**src/rtl/exec_pkg.sv**
```systemverilog
package exec_pkg;

  localparam int WORD_W = 9;
  localparam int NIB_W = 4;
  localparam int PAGE_W = 4;
  localparam int OFS_W = 7;
  localparam int PC_W = PAGE_W + OFS_W;
  localparam int DEPTH = 4;
  localparam int SP_W = 2;

  // Instruction words; the page field sits in the low nibble where one exists
  localparam logic [WORD_W-1:0] OPC_NOP = 9'h000;
  localparam logic [WORD_W-1:0] OPC_BEGIN_CONV = 9'h081;
  localparam logic [WORD_W-1:0] OPC_ACC_TO_C = 9'h082;
  localparam logic [WORD_W-1:0] OPC_SKIP_DONE = 9'h043;
  localparam logic [WORD_W-1:0] OPC_RES_HIGH = 9'h088;
  localparam logic [WORD_W-1:0] OPC_RES_LOW = 9'h089;
  localparam logic [WORD_W-1:0] OPC_JUMP_IDX = 9'h010;
  localparam logic [WORD_W-1:0] OPC_CALL_IDX = 9'h050;
  localparam logic [WORD_W-1:0] OPG_TABLE = 9'h090;
  localparam logic [WORD_W-1:0] OPG_JUMP = 9'h030;
  localparam logic [WORD_W-1:0] OPG_CALL = 9'h070;
  localparam logic [WORD_W-1:0] PAGE_MASK = 9'h1f0;

  // Table pages are 12..15: the top two page bits are forced high
  localparam logic [1:0] TBL_PAGE_TOP = 2'h3;
  localparam int TBL_PAGE_LO_W = 2;
  localparam int TBL_D_W = 3;
  localparam int TBL_HI_MSB = 7;
  localparam logic [PC_W-1:0] PC_RESET = 11'h000;
  localparam logic [SP_W-1:0] SP_RESET = 2'h0;
  localparam logic [NIB_W-1:0] NIB_RESET = 4'h0;

  typedef enum logic [3:0] {
    OP_NOP, OP_BEGIN_CONV, OP_ACC_TO_C, OP_SKIP_DONE, OP_RES_HIGH, OP_RES_LOW,
    OP_TABLE, OP_JUMP, OP_JUMP_IDX, OP_CALL, OP_CALL_IDX, OP_OTHER
  } op_t;

  typedef enum logic [2:0] {
    ST_FETCH, ST_EXEC, ST_FETCH2, ST_EXEC2,
    ST_TBL_ADDR, ST_TBL_DATA, ST_RESTORE, ST_RESTORE2
  } state_t;

  typedef struct packed {
    state_t st;
    op_t op;
    logic [PAGE_W-1:0] page;
    logic skip;
    logic discard;
    logic [PC_W-1:0] pc;
    logic [SP_W-1:0] sp;
    logic [DEPTH-1:0][PC_W-1:0] stk;
    logic [NIB_W-1:0] acc;
    logic [NIB_W-1:0] rb;
    logic [NIB_W-1:0] rc;
    logic done_flag;
    logic start;
    logic [PC_W-1:0] addr;
  } core_t;

endpackage

```
**src/rtl/decode_if.sv**
```systemverilog
interface decode_if;
  import exec_pkg::*;
  logic [WORD_W-1:0] word;
  op_t op;
  modport dec (input word, output op);
  modport user (output word, input op);
endinterface

```
**src/rtl/instr_decode.sv**
```systemverilog
module instr_decode (
  decode_if.dec bus
);
  import exec_pkg::*;

  always_comb begin
    case (bus.word)
      OPC_NOP: bus.op = OP_NOP;
      OPC_BEGIN_CONV: bus.op = OP_BEGIN_CONV;
      OPC_ACC_TO_C: bus.op = OP_ACC_TO_C;
      OPC_SKIP_DONE: bus.op = OP_SKIP_DONE;
      OPC_RES_HIGH: bus.op = OP_RES_HIGH;
      OPC_RES_LOW: bus.op = OP_RES_LOW;
      OPC_JUMP_IDX: bus.op = OP_JUMP_IDX;
      OPC_CALL_IDX: bus.op = OP_CALL_IDX;
      default: begin
        if ((bus.word & PAGE_MASK) == OPG_TABLE) begin
          bus.op = OP_TABLE;
        end else if ((bus.word & PAGE_MASK) == OPG_JUMP) begin
          bus.op = OP_JUMP;
        end else if ((bus.word & PAGE_MASK) == OPG_CALL) begin
          bus.op = OP_CALL;
        end else begin
          bus.op = OP_OTHER;
        end
      end
    endcase
  end
endmodule

```
**src/rtl/adc_branch_exec.sv**
```systemverilog
module adc_branch_exec (
  input wire logic ref_clk,
  input wire logic rst,
  input wire logic [exec_pkg::WORD_W-1:0] rom_data,
  input wire logic [exec_pkg::NIB_W-1:0] reg_d,
  input wire logic [exec_pkg::NIB_W-1:0] result_upper,
  input wire logic [exec_pkg::NIB_W-1:0] result_lower,
  input wire logic conversion_done,
  output logic [exec_pkg::PC_W-1:0] rom_addr_q,
  output logic [exec_pkg::PC_W-1:0] pc_q,
  output logic [exec_pkg::SP_W-1:0] stack_pointer_q,
  output logic [exec_pkg::NIB_W-1:0] acc_q,
  output logic [exec_pkg::NIB_W-1:0] reg_b_q,
  output logic [exec_pkg::NIB_W-1:0] reg_c_q,
  output logic conversion_done_flag_q,
  output logic begin_conversion_q
);
  import exec_pkg::*;

  core_t s_q;
  core_t s_d;
  op_t op;
  decode_if dif ();

  assign dif.word = rom_data;
  assign op = dif.op;

  instr_decode u_dec (
    .bus(dif.dec)
  );

  function automatic logic two_word(input op_t o);
    two_word = (o == OP_JUMP) || (o == OP_JUMP_IDX) || (o == OP_CALL) || (o == OP_CALL_IDX);
  endfunction

  function automatic logic [PC_W-1:0] pc_inc(input logic [PC_W-1:0] p);
    pc_inc = PC_W'(p + 1'b1);
  endfunction

  always_comb begin
    s_d = s_q;
    s_d.start = 1'b0;
    case (s_q.st)
      ST_FETCH: begin
        // ROM is read asynchronously from the registered address
        s_d.addr = s_q.pc;
        s_d.pc = pc_inc(s_q.pc);
        s_d.st = ST_EXEC;
      end
      ST_EXEC: begin
        s_d.st = ST_FETCH;
        s_d.op = op;
        s_d.page = rom_data[PAGE_W-1:0];
        if (s_q.skip) begin
          // A skipped two-word instruction loses its second word too
          s_d.skip = 1'b0;
          if (two_word(op)) begin
            s_d.discard = 1'b1;
            s_d.st = ST_FETCH2;
          end
        end else begin
          case (op)
            OP_SKIP_DONE: begin
              if (s_q.done_flag) begin
                s_d.skip = 1'b1;
                s_d.done_flag = 1'b0;
              end
            end
            OP_ACC_TO_C: s_d.rc = s_q.acc;
            OP_RES_HIGH: s_d.acc = result_upper;
            OP_RES_LOW: s_d.acc = result_lower;
            OP_BEGIN_CONV: begin
              s_d.done_flag = 1'b0;
              s_d.start = 1'b1;
            end
            OP_TABLE: begin
              s_d.stk[s_q.sp] = s_q.pc;
              s_d.sp = SP_W'(s_q.sp + 1'b1);
              s_d.st = ST_TBL_ADDR;
            end
            OP_JUMP, OP_JUMP_IDX, OP_CALL, OP_CALL_IDX: s_d.st = ST_FETCH2;
            default: ;
          endcase
        end
      end
      ST_FETCH2: begin
        s_d.addr = s_q.pc;
        s_d.pc = pc_inc(s_q.pc);
        s_d.st = ST_EXEC2;
      end
      ST_EXEC2: begin
        s_d.st = ST_FETCH;
        s_d.discard = 1'b0;
        if (!s_q.discard) begin
          case (s_q.op)
            OP_JUMP: s_d.pc = {s_q.page, rom_data[OFS_W-1:0]};
            OP_JUMP_IDX: s_d.pc = {rom_data[PAGE_W-1:0], rom_data[OFS_W-1:NIB_W], s_q.acc};
            OP_CALL: begin
              s_d.stk[s_q.sp] = s_q.pc;
              s_d.sp = SP_W'(s_q.sp + 1'b1);
              s_d.pc = {s_q.page, rom_data[OFS_W-1:0]};
            end
            OP_CALL_IDX: begin
              s_d.stk[s_q.sp] = s_q.pc;
              s_d.sp = SP_W'(s_q.sp + 1'b1);
              s_d.pc = {rom_data[PAGE_W-1:0], rom_data[OFS_W-1:NIB_W], s_q.acc};
            end
            default: ;
          endcase
        end
      end
      ST_TBL_ADDR: begin
        s_d.addr = {TBL_PAGE_TOP, s_q.page[TBL_PAGE_LO_W-1:0], reg_d[TBL_D_W-1:0], s_q.acc};
        s_d.st = ST_TBL_DATA;
      end
      ST_TBL_DATA: begin
        s_d.rb = rom_data[TBL_HI_MSB:NIB_W];
        s_d.acc = rom_data[NIB_W-1:0];
        s_d.st = ST_RESTORE;
      end
      ST_RESTORE: begin
        s_d.sp = SP_W'(s_q.sp - 1'b1);
        s_d.pc = s_q.stk[SP_W'(s_q.sp - 1'b1)];
        s_d.st = ST_RESTORE2;
      end
      ST_RESTORE2: s_d.st = ST_FETCH;
      default: s_d.st = ST_FETCH;
    endcase
    // A completion landing on a clear still leaves the flag set
    if (conversion_done) begin
      s_d.done_flag = 1'b1;
    end
  end

  always_ff @(posedge ref_clk) begin
    if (rst) begin
      s_q <= '{st: ST_FETCH, op: OP_NOP, page: NIB_RESET, skip: 1'b0, discard: 1'b0,
               pc: PC_RESET, sp: SP_RESET, stk: '0, acc: NIB_RESET, rb: NIB_RESET,
               rc: NIB_RESET, done_flag: 1'b0, start: 1'b0, addr: PC_RESET};
    end else begin
      s_q <= s_d;
    end
  end

  assign rom_addr_q = s_q.addr;
  assign pc_q = s_q.pc;
  assign stack_pointer_q = s_q.sp;
  assign acc_q = s_q.acc;
  assign reg_b_q = s_q.rb;
  assign reg_c_q = s_q.rc;
  assign conversion_done_flag_q = s_q.done_flag;
  assign begin_conversion_q = s_q.start;

  logic live;
  assign live = (s_q.st == ST_EXEC) && !s_q.skip;

  AST_SKIP_CLEAR: assert property (@(posedge ref_clk) disable iff (rst)
    live && op == OP_SKIP_DONE && s_q.done_flag && !conversion_done |=>
    s_q.skip && !s_q.done_flag ##2 !s_q.skip)
    else $error("done flag skip or clear wrong");
  AST_ACC_TO_C: assert property (@(posedge ref_clk) disable iff (rst)
    live && op == OP_ACC_TO_C |=> s_q.rc == $past(s_q.acc) && s_q.acc == $past(s_q.acc))
    else $error("acc to C copy wrong");
  AST_RES_HIGH: assert property (@(posedge ref_clk) disable iff (rst)
    live && op == OP_RES_HIGH |=> s_q.acc == $past(result_upper))
    else $error("upper result not loaded");
  AST_RES_LOW: assert property (@(posedge ref_clk) disable iff (rst)
    live && op == OP_RES_LOW |=> s_q.acc == $past(result_lower))
    else $error("lower result not loaded");
  AST_BEGIN_CONV: assert property (@(posedge ref_clk) disable iff (rst)
    live && op == OP_BEGIN_CONV && !conversion_done |=> begin_conversion_q && !s_q.done_flag ##1 !begin_conversion_q)
    else $error("conversion start wrong");
  AST_TBL_ADDR: assert property (@(posedge ref_clk) disable iff (rst)
    s_q.st == ST_TBL_ADDR |=>
    rom_addr_q == {TBL_PAGE_TOP, $past(s_q.page[TBL_PAGE_LO_W-1:0]), $past(reg_d[TBL_D_W-1:0]), $past(s_q.acc)})
    else $error("table address wrong");
  AST_TBL_DATA: assert property (@(posedge ref_clk) disable iff (rst)
    s_q.st == ST_TBL_DATA |=>
    reg_b_q == $past(rom_data[TBL_HI_MSB:NIB_W]) && acc_q == $past(rom_data[NIB_W-1:0]))
    else $error("table data split wrong");
  AST_TBL_LEN: assert property (@(posedge ref_clk) disable iff (rst)
    live && op == OP_TABLE |=> stack_pointer_q == SP_W'($past(stack_pointer_q) + 1'b1)
    ##4 s_q.st == ST_FETCH && pc_q == $past(pc_q, 5) && stack_pointer_q == $past(stack_pointer_q, 5))
    else $error("table lookup timing or stack wrong");
  // Two machine cycles: the first word executed three edges before the jump lands
  AST_JUMP: assert property (@(posedge ref_clk) disable iff (rst)
    s_q.st == ST_EXEC2 && !s_q.discard && s_q.op == OP_JUMP |=>
    pc_q == {$past(s_q.page), $past(rom_data[OFS_W-1:0])} && $past(s_q.st, 3) == ST_EXEC)
    else $error("long jump target wrong");
  AST_JUMP_IDX: assert property (@(posedge ref_clk) disable iff (rst)
    s_q.st == ST_EXEC2 && !s_q.discard && s_q.op == OP_JUMP_IDX |=>
    pc_q == {$past(rom_data[PAGE_W-1:0]), $past(rom_data[OFS_W-1:NIB_W]), acc_q})
    else $error("indexed jump target wrong");
  AST_CALL: assert property (@(posedge ref_clk) disable iff (rst)
    s_q.st == ST_EXEC2 && !s_q.discard && s_q.op == OP_CALL |=>
    stack_pointer_q == SP_W'($past(stack_pointer_q) + 1'b1) && s_q.stk[$past(stack_pointer_q)] == $past(pc_q)
    && pc_q == {$past(s_q.page), $past(rom_data[OFS_W-1:0])})
    else $error("long call push or target wrong");
  AST_CALL_IDX: assert property (@(posedge ref_clk) disable iff (rst)
    s_q.st == ST_EXEC2 && !s_q.discard && s_q.op == OP_CALL_IDX |=>
    stack_pointer_q == SP_W'($past(stack_pointer_q) + 1'b1) && s_q.stk[$past(stack_pointer_q)] == $past(pc_q)
    && pc_q == {$past(rom_data[PAGE_W-1:0]), $past(rom_data[OFS_W-1:NIB_W]), acc_q})
    else $error("indexed call wrong");
  AST_NOP: assert property (@(posedge ref_clk) disable iff (rst)
    live && op == OP_NOP |=> $stable(acc_q) && $stable(reg_b_q) && $stable(reg_c_q) && $stable(stack_pointer_q))
    else $error("no-operation changed state");

  COV_SKIP: cover property (@(posedge ref_clk) disable iff (rst) live && op == OP_SKIP_DONE && s_q.done_flag);
  COV_TABLE: cover property (@(posedge ref_clk) disable iff (rst) s_q.st == ST_RESTORE2);
  COV_CALL: cover property (@(posedge ref_clk) disable iff (rst) s_q.st == ST_EXEC2 && s_q.op == OP_CALL_IDX);
  COV_START: cover property (@(posedge ref_clk) disable iff (rst) begin_conversion_q);
  COV_SKIP2: cover property (@(posedge ref_clk) disable iff (rst) s_q.st == ST_EXEC2 && s_q.discard);
endmodule

```
**config.mk**
```make
export PLATFORM = sky130hd
export DESIGN_NAME = adc_branch_exec
export DESIGN_NICKNAME = d
export VERILOG_FILES = /design/src/rtl/exec_pkg.sv /design/src/rtl/decode_if.sv /design/src/rtl/instr_decode.sv /design/src/rtl/adc_branch_exec.sv
export SDC_FILE = /design/constraint.sdc
export NUM_CORES = 1
export LEC_CHECK = 0
export BUFFER_PORTS_ARGS = -buffer_cell sky130_fd_sc_hd__buf_2
export CAP_MARGIN = 10
export CORE_UTILIZATION = 53
export DETAILED_ROUTE_END_ITERATION = 12
export PLACE_DENSITY = 0.76
export RECOVER_POWER = 100
export SYNTH_ARGS = -nofsm -noshare
export SYNTH_HDL_FRONTEND = slang
export SYNTH_HIERARCHICAL = 1
export SYNTH_SLANG_ARGS = --single-unit
```
**constraint.sdc**
```tcl
create_clock -name ref_clk -period 2.8 [get_ports ref_clk]
set_input_delay 0.56 -clock ref_clk [delete_from_list [all_inputs] [get_ports ref_clk]]
set_output_delay 0.56 -clock ref_clk [all_outputs]
set_load 0.005 [all_outputs]
```
==> results.yml, run 1 <==
die:
  io_pins: 62
  num_rows: 35
  die_area_um2: 10300
  die_width_um: 102
  core_um2: 9420
  fp.dieH_um: 102
  start_util: 0.558
pwr:
  power_frac_seq: 0.556
  finalPower_uw: 2540
  pwr-share-comb: 0.100
  power.density_nw_per_um2: 460
  ir_drop_uv: 302
  p_sw_frac: 0.284
  p_leak_uw: 0.00189
  p_int_uw: 1820
  clockPowerShare: 0.345
  switching_power_uw: 723
layout:
  fillCellCount: 866
  final_cells: 790
  layout-area-overhead-vs-synth_pct: 5.33
  diodes: 0
  drive_gt1_frac: 0.192
  final_nets: 685
place:
  numPlacedInstances: 774
  dp_worst_setup_slack_ns: -0.240
  place_congestion: 0.898
  dp_hpwl_mm: 9.33
  port_buffers: 60
cts:
  cts.repair.resized: 0
  clockBufferDepth: 2
  clk_pin_slew_ns: 0.09
  numCtsBuffers: 9
  postCtsHoldBufs: 0
  cts_root_buf: "clkbuf_8"
  numClockSinks: 95
  cts_setup_buffers: 0
  clock_latency_ns: 0.38
  cts_tree: "done"
  htree_levels: 3
sta:
  hold_viol_final: 0
  period_needed_ns: 2.66
  rsz0062_at_grt: "false"
  skew_ns: 0.0194
  finalCritPeriodShare: 0.950
  worst_slew_pin_slew_ns: 1.09
  slew_headroom: 0.274
  setup_viol: 0
  drv_slew: 0
  finalWorstSetupSlack_ns: 0.139
  max_freq_ghz: 0.376
critical_path:
  timing_worst_setup_path_type: "input pin to register"
  cp.required_ns: 3.04
  cp.arrival_ns: 2.90
  crit_fanout: 11
  r2r-start: "s_q[94]$_SDFF_PP0_"
  critPathLaunchType: "input pin"
  endpoint_kind: "register"
  crit_start: "rom_data[1]"
synthesis:
  syn-num-nets: 668
  synth_area_leaders: "dfxtp_1 36%, nand2_1 10%, buf_4 6.1%"
  yosys.area.top_type: "dfxtp_1"
  synth_compound_area_frac: 0.219
  syn-cell-area_um2: 5260
  seq_area_frac_synth: 0.362
  synthCells: 639
  syn_area_per_cell_um2: 8.23
  synth_xor_area_frac: 0.0100
  ys_async_sr_fraction: 0
  synth_top_family_by_area: "compound AO/OA/AOI/OAI gates"
  synth_mux_area_frac: 0.0688
  ys_ff_latch: 95
  synth_commonest_cells: "145 x nand2_1, 95 x dfxtp_1, 60 x a21oi_1"
  ys_warn_count: 6
  ys.flop_type: "dfxtp_1"
  synth_top_area_share: 0.362
  synth_fa_ha_area_frac: 0.0119
  synth_edf_count: 0
  synthMostInstantiatedCell: "nand2_1"
  synth.distinct_cells: 72
  synth-simple-area-share: 0.215
hold_path:
  hold_class: "input pin to register"
  min_from: "conversion_done"
outcome:
  status: "complete, no violations"
detailed_routing:
  avgViaCountPerCell: 5.86
  vias: 4626
  drt_pass1_iterations: 4
  route.detailed.drc: 0
  wl_mm: 13.0
  detail-route-antenna-nets: 0
  wire_per_inst_um: 16.5
  drtIter0Drc: 253
global_route:
  grt_max_degree: 46
  grt_pass1_wl_mm: 21.0
  grt_pass1_vias: 4268
  antenna_found_initial: 0
  grt_usage: 0.261
  grt-ovfl-total: 0
job:
  cap_violations: 0
## worst max-delay path, cell delays in order
cell and delay, ns:
buf_2 0.12, or3b_1 0.37, a21oi_1 0.15, o311a_1 0.25, o22ai_2 0.13, or3_4 0.40, o32ai_4 0.24, buf_4 0.21
nand3_1 0.08, buf_4 0.21, nand2_1 0.10, a21oi_2 0.06
## kinds of logic after synthesis
kind of cell / Yosys count
xor+xnor: 6
flops: 95
simple gates: 242
compound gates: 171
mux: 22
buf+inv: 98
fa+ha+maj: 5
## final timing paths
kind / slack, ns / to / depth (start not counted)
min: 0.40 / conversion_done_flag_q$_SDFFE_PP0P_ / 3
max: 0.14 / s_q[40]$_SDFFE_PP0P_ / 12
max reg2reg: 0.39 / pc_q[7]$_SDFFE_PP0P_ / 5
min reg2reg: 0.46 / s_q[25]$_SDFFE_PP0P_ / 2
## cells in the final DEF, fill, tap and decap left out, types with 4 or more instances in the layout
cell type / netlist / layout
a31oi_1: 6 / 6
mux4_2: 11 / 11
nand3_1: 11 / 11
buf_4: 43 / 31
nor3_1: 9 / 8
xnor2_1: 5 / 5
nor3b_1: 4 / 4
nand2_1: 145 / 145
mux2i_1: 8 / 8
o21ai_0: 12 / 13
o22ai_1: 11 / 10
a21oi_1: 60 / 72
a22oi_1: 10 / 10
clkbuf_1: 20 / 30
a211oi_1: 10 / 10
nor2_1: 30 / 30
clkbuf_8: 0 / 9
o211ai_1: 6 / 6
dfxtp_1: 95 / 95
inv_1: 9 / 9
a21oi_2: 30 / 18
ha_1: 5 / 5
buf_2: 16 / 34
nand2b_1: 5 / 5
nor2b_1: 7 / 7
## area by class of cell
class	count	area [um2]	share of cell area
flip-flops and latches	95	1900	0.344
multi-input cells	446	2740	0.495
clock buffers	9	124	0.0224
well taps	129	161	0.0292
repair buffers	95	515	0.0931
clock inverters	7	61.3	0.0111
inverters	9	33.8	0.00610
## routing by layer
metal,track usage,wire length (um),vias to the layer above
met5,0,0,-
met4,0.0948,209,0
met3,0.0331,745,17
met2,0.466,6570,189
met1,0.321,5490,2186
li1,-,-,2234
## flip-flops by register name (all words and copies together) (netlist names)
| name | count |
|---|---|
| acc_q | 4 |
| begin_conversion_q | 1 |
| conversion_done_flag_q | 1 |
| pc_q | 11 |
| reg_b_q | 4 |
| reg_c_q | 4 |
| rom_addr_q | 11 |
| s_q | 57 |
| stack_pointer_q | 2 |
## power by group through the flow
stage | combinational (uW) | clock (uW) | sequential, uW
6_report | 254 | 877 | 1410
3_5_place_dp | 256 | 0 | 1440
4_1_cts | 257 | 887 | 1410
5_1_grt | 279 | 958 | 1420
3_3_place_gp | 247 | 0 | 1440
2_1_floorplan | 201 | 0 | 1420
## through the flow
step                      TNS, ns   util  area [um2]  hold slack [ns]
after floorplan                 0      -        5300            0.433
after global placement      -7.65  0.579        5450            0.439
after detailed placement    -9.42  0.579        5450            0.445
after CTS                       0  0.598        5630            0.401
after global routing            0  0.588        5540            0.413
final                           0  0.588        5540            0.404
No activity file was read; power rests on OpenSTA's default activity.
==> inputs of run 2 (changes only) <==
--- a/config.mk
+++ b/config.mk
@@ -9,6 +9,7 @@
 export CAP_MARGIN = 10
 export CORE_UTILIZATION = 53
 export DETAILED_ROUTE_END_ITERATION = 12
+export GPL_TIMING_DRIVEN = 0
 export PLACE_DENSITY = 0.76
 export RECOVER_POWER = 100
 export SYNTH_ARGS = -nofsm -noshare
==> results.yml, run 2 (synthesis results as in run 1) <==
critical_path:
  r2r-start: "stack_pointer_q[0]$_SDFFE_PP0P_"
  critPathLaunchType: "input pin"
  endpoint_kind: "register"
  crit_fanout: 10
  reg2regPathDepth: 10
  r2r_slack_ns: 0.24
  crit_path_end: "s_q[42]$_SDFFE_PP0P_"
  timing_worst_setup_path_type: "input pin to register"
  crit_start: "rom_data[4]"
  worstReg2RegEnd: "pc_q[6]$_SDFFE_PP0P_"
  cp.arrival_ns: 3.04
  cp.required_ns: 3.11
global_route:
  grt_usage: 0.304
  grt_pass1_wl_mm: 23.7
  grtUsageMet2: 0.506
  grt.met1_usage: 0.397
  grt_pass1_vias: 4566
  grt.busiest_layer: "met2"
  antenna_found_initial: 0
  grt-ovfl-total: 0
  grt_max_degree: 20
  grt.met3_usage: 0.0421
cts:
  numClockSinks: 95
  clk_pin_slew_ns: 0.11
  clockBufferDepth: 2
  clock_latency_ns: 0.38
  cts_root_buf: "clkbuf_8"
  cts_tree: "done"
  numCtsBuffers: 9
  htree_levels: 3
layout:
  fin_area_um2: 6130
  layout_common_cells: "145 x nand2_1, 94 x dfxtp_1, 59 x a21oi_1"
  largest_reg_flops: 57
  diodes: 0
  final_nets: 743
  final_common_cell: "nand2_1"
  top_register: "s_q"
  drive_gt1_frac: 0.285
  final_core_util: 0.651
  fillCellCount: 816
  layout-area-overhead-vs-synth_pct: 16.6
detailed_routing:
  route.detailed.drc: 0
  detail-route-antenna-nets: 0
  wire_per_inst_um: 18.1
  avgViaCountPerCell: 5.88
  drtIter0Drc: 320
  vias: 4988
  drt_pass1_iterations: 5
  wl_mm: 15.3
pwr:
  ir_drop_uv: 284
  switching_power_uw: 793
  pwr-share-comb: 0.119
  p_int_uw: 1850
  power.density_nw_per_um2: 431
  power_frac_seq: 0.529
  clockPowerShare: 0.352
  p_leak_uw: 0.00223
  p_sw_frac: 0.300
  finalPower_uw: 2640
sta:
  drv_slew: 0
  max_freq_ghz: 0.366
  worst_slew_pin_slew_ns: 0.909
  slew_headroom: 0.394
  setup_viol: 0
  hold_viol_final: 0
  finalCritPeriodShare: 0.977
  period_needed_ns: 2.74
  skew_ns: 0.0148
  finalWorstSetupSlack_ns: 0.0649
outcome:
  status: "complete, no violations"
place:
  placed_cell_area_um2: 5760
  dp_hpwl_mm: 10.8
  dp_worst_setup_slack_ns: -0.504
  port_buffers: 59
  place_congestion: 0.943
die:
  io_pins: 62
  die_area_um2: 10300
  core_um2: 9420
  start_util: 0.558
  die_width_um: 102
  num_rows: 35
  fp.dieH_um: 102
job:
  cap_violations: 0
hold_path:
  min_from: "conversion_done"
  hold_class: "input pin to register"
## run 2: cell types whose count changed in the layout (fill, tap and decap cells not counted), moves of 6 or more
cell | before | now
a21oi_1 | 72 | 59
a21oi_2 | 18 | 31
buf_2 | 34 | 55
buf_4 | 31 | 25
buf_6 | 0 | 9
clkbuf_4 | 0 | 26
## run 2: repair_timing
item	CTS	global route
buffers inserted	2	2
hold buffers	0	0
resized for setup	15	18
cloned	2	2
pin swaps	4	8
setup endpoints to repair	47	48
## run 2: power by group through the flow
stage / clock network [uW] / logic, uW / registers [uW]
floorplan: 0 / 201 / 1420
global placement: 0 / 292 / 1430
detailed placement: 0 / 301 / 1430
finish: 929 / 315 / 1400
global route: 981 / 342 / 1400
CTS: 922 / 306 / 1400
## run 2: how the worst min path moves through the flow
stage,to,slack (ns),cells after the start
after global placement,s_q[64]$_SDFFE_PP0P_,0.44,2
after detailed placement,s_q[25]$_SDFFE_PP0P_,0.45,2
after floorplan,s_q[36]$_SDFFE_PP0P_,0.43,2
after CTS,conversion_done_flag_q$_SDFFE_PP0P_,0.39,3
final,conversion_done_flag_q$_SDFFE_PP0P_,0.38,3
after global routing,conversion_done_flag_q$_SDFFE_PP0P_,0.40,3
## run 2: per-layer routing
metal	share of wire	up-vias
met5	0	-
met4	0.020	0
met3	0.072	24
met2	0.48	224
met1	0.43	2381
li1	-	2359
## run 2: area by class of cell
type | instances | area, um2 | area share
inverters | 9 | 33.8 | 0.00551
clock buffers | 9 | 124 | 0.0202
well taps | 129 | 161 | 0.0263
flip-flops and latches | 95 | 1900 | 0.310
clock inverters | 7 | 76.3 | 0.0124
repair buffers | 67 | 395 | 0.0645
plain buffers | 86 | 586 | 0.0955
multi-input cells | 446 | 2850 | 0.465
## run 2: stage by stage
step,TNS (ns),hold slack [ns],std cells
detailed placement,-21.86,0.447,827
global route,-0.144,0.395,848
CTS,-0.00925,0.387,845
finish,0,0.384,848
global placement,-18.32,0.439,827
floorplan,0,0.433,639
## run 2: worst max-delay path, cell delays in order
cell and delay (ns):
buf_2 0.14, clkbuf_4 0.19, nand4b_1 0.20, a21oi_2 0.17, o311a_4 0.24, o22ai_4 0.07
or3_4 0.42, o32ai_4 0.31, buf_6 0.17, and3_4 0.20, buf_8 0.14, nand2_1 0.09
a21oi_2 0.15
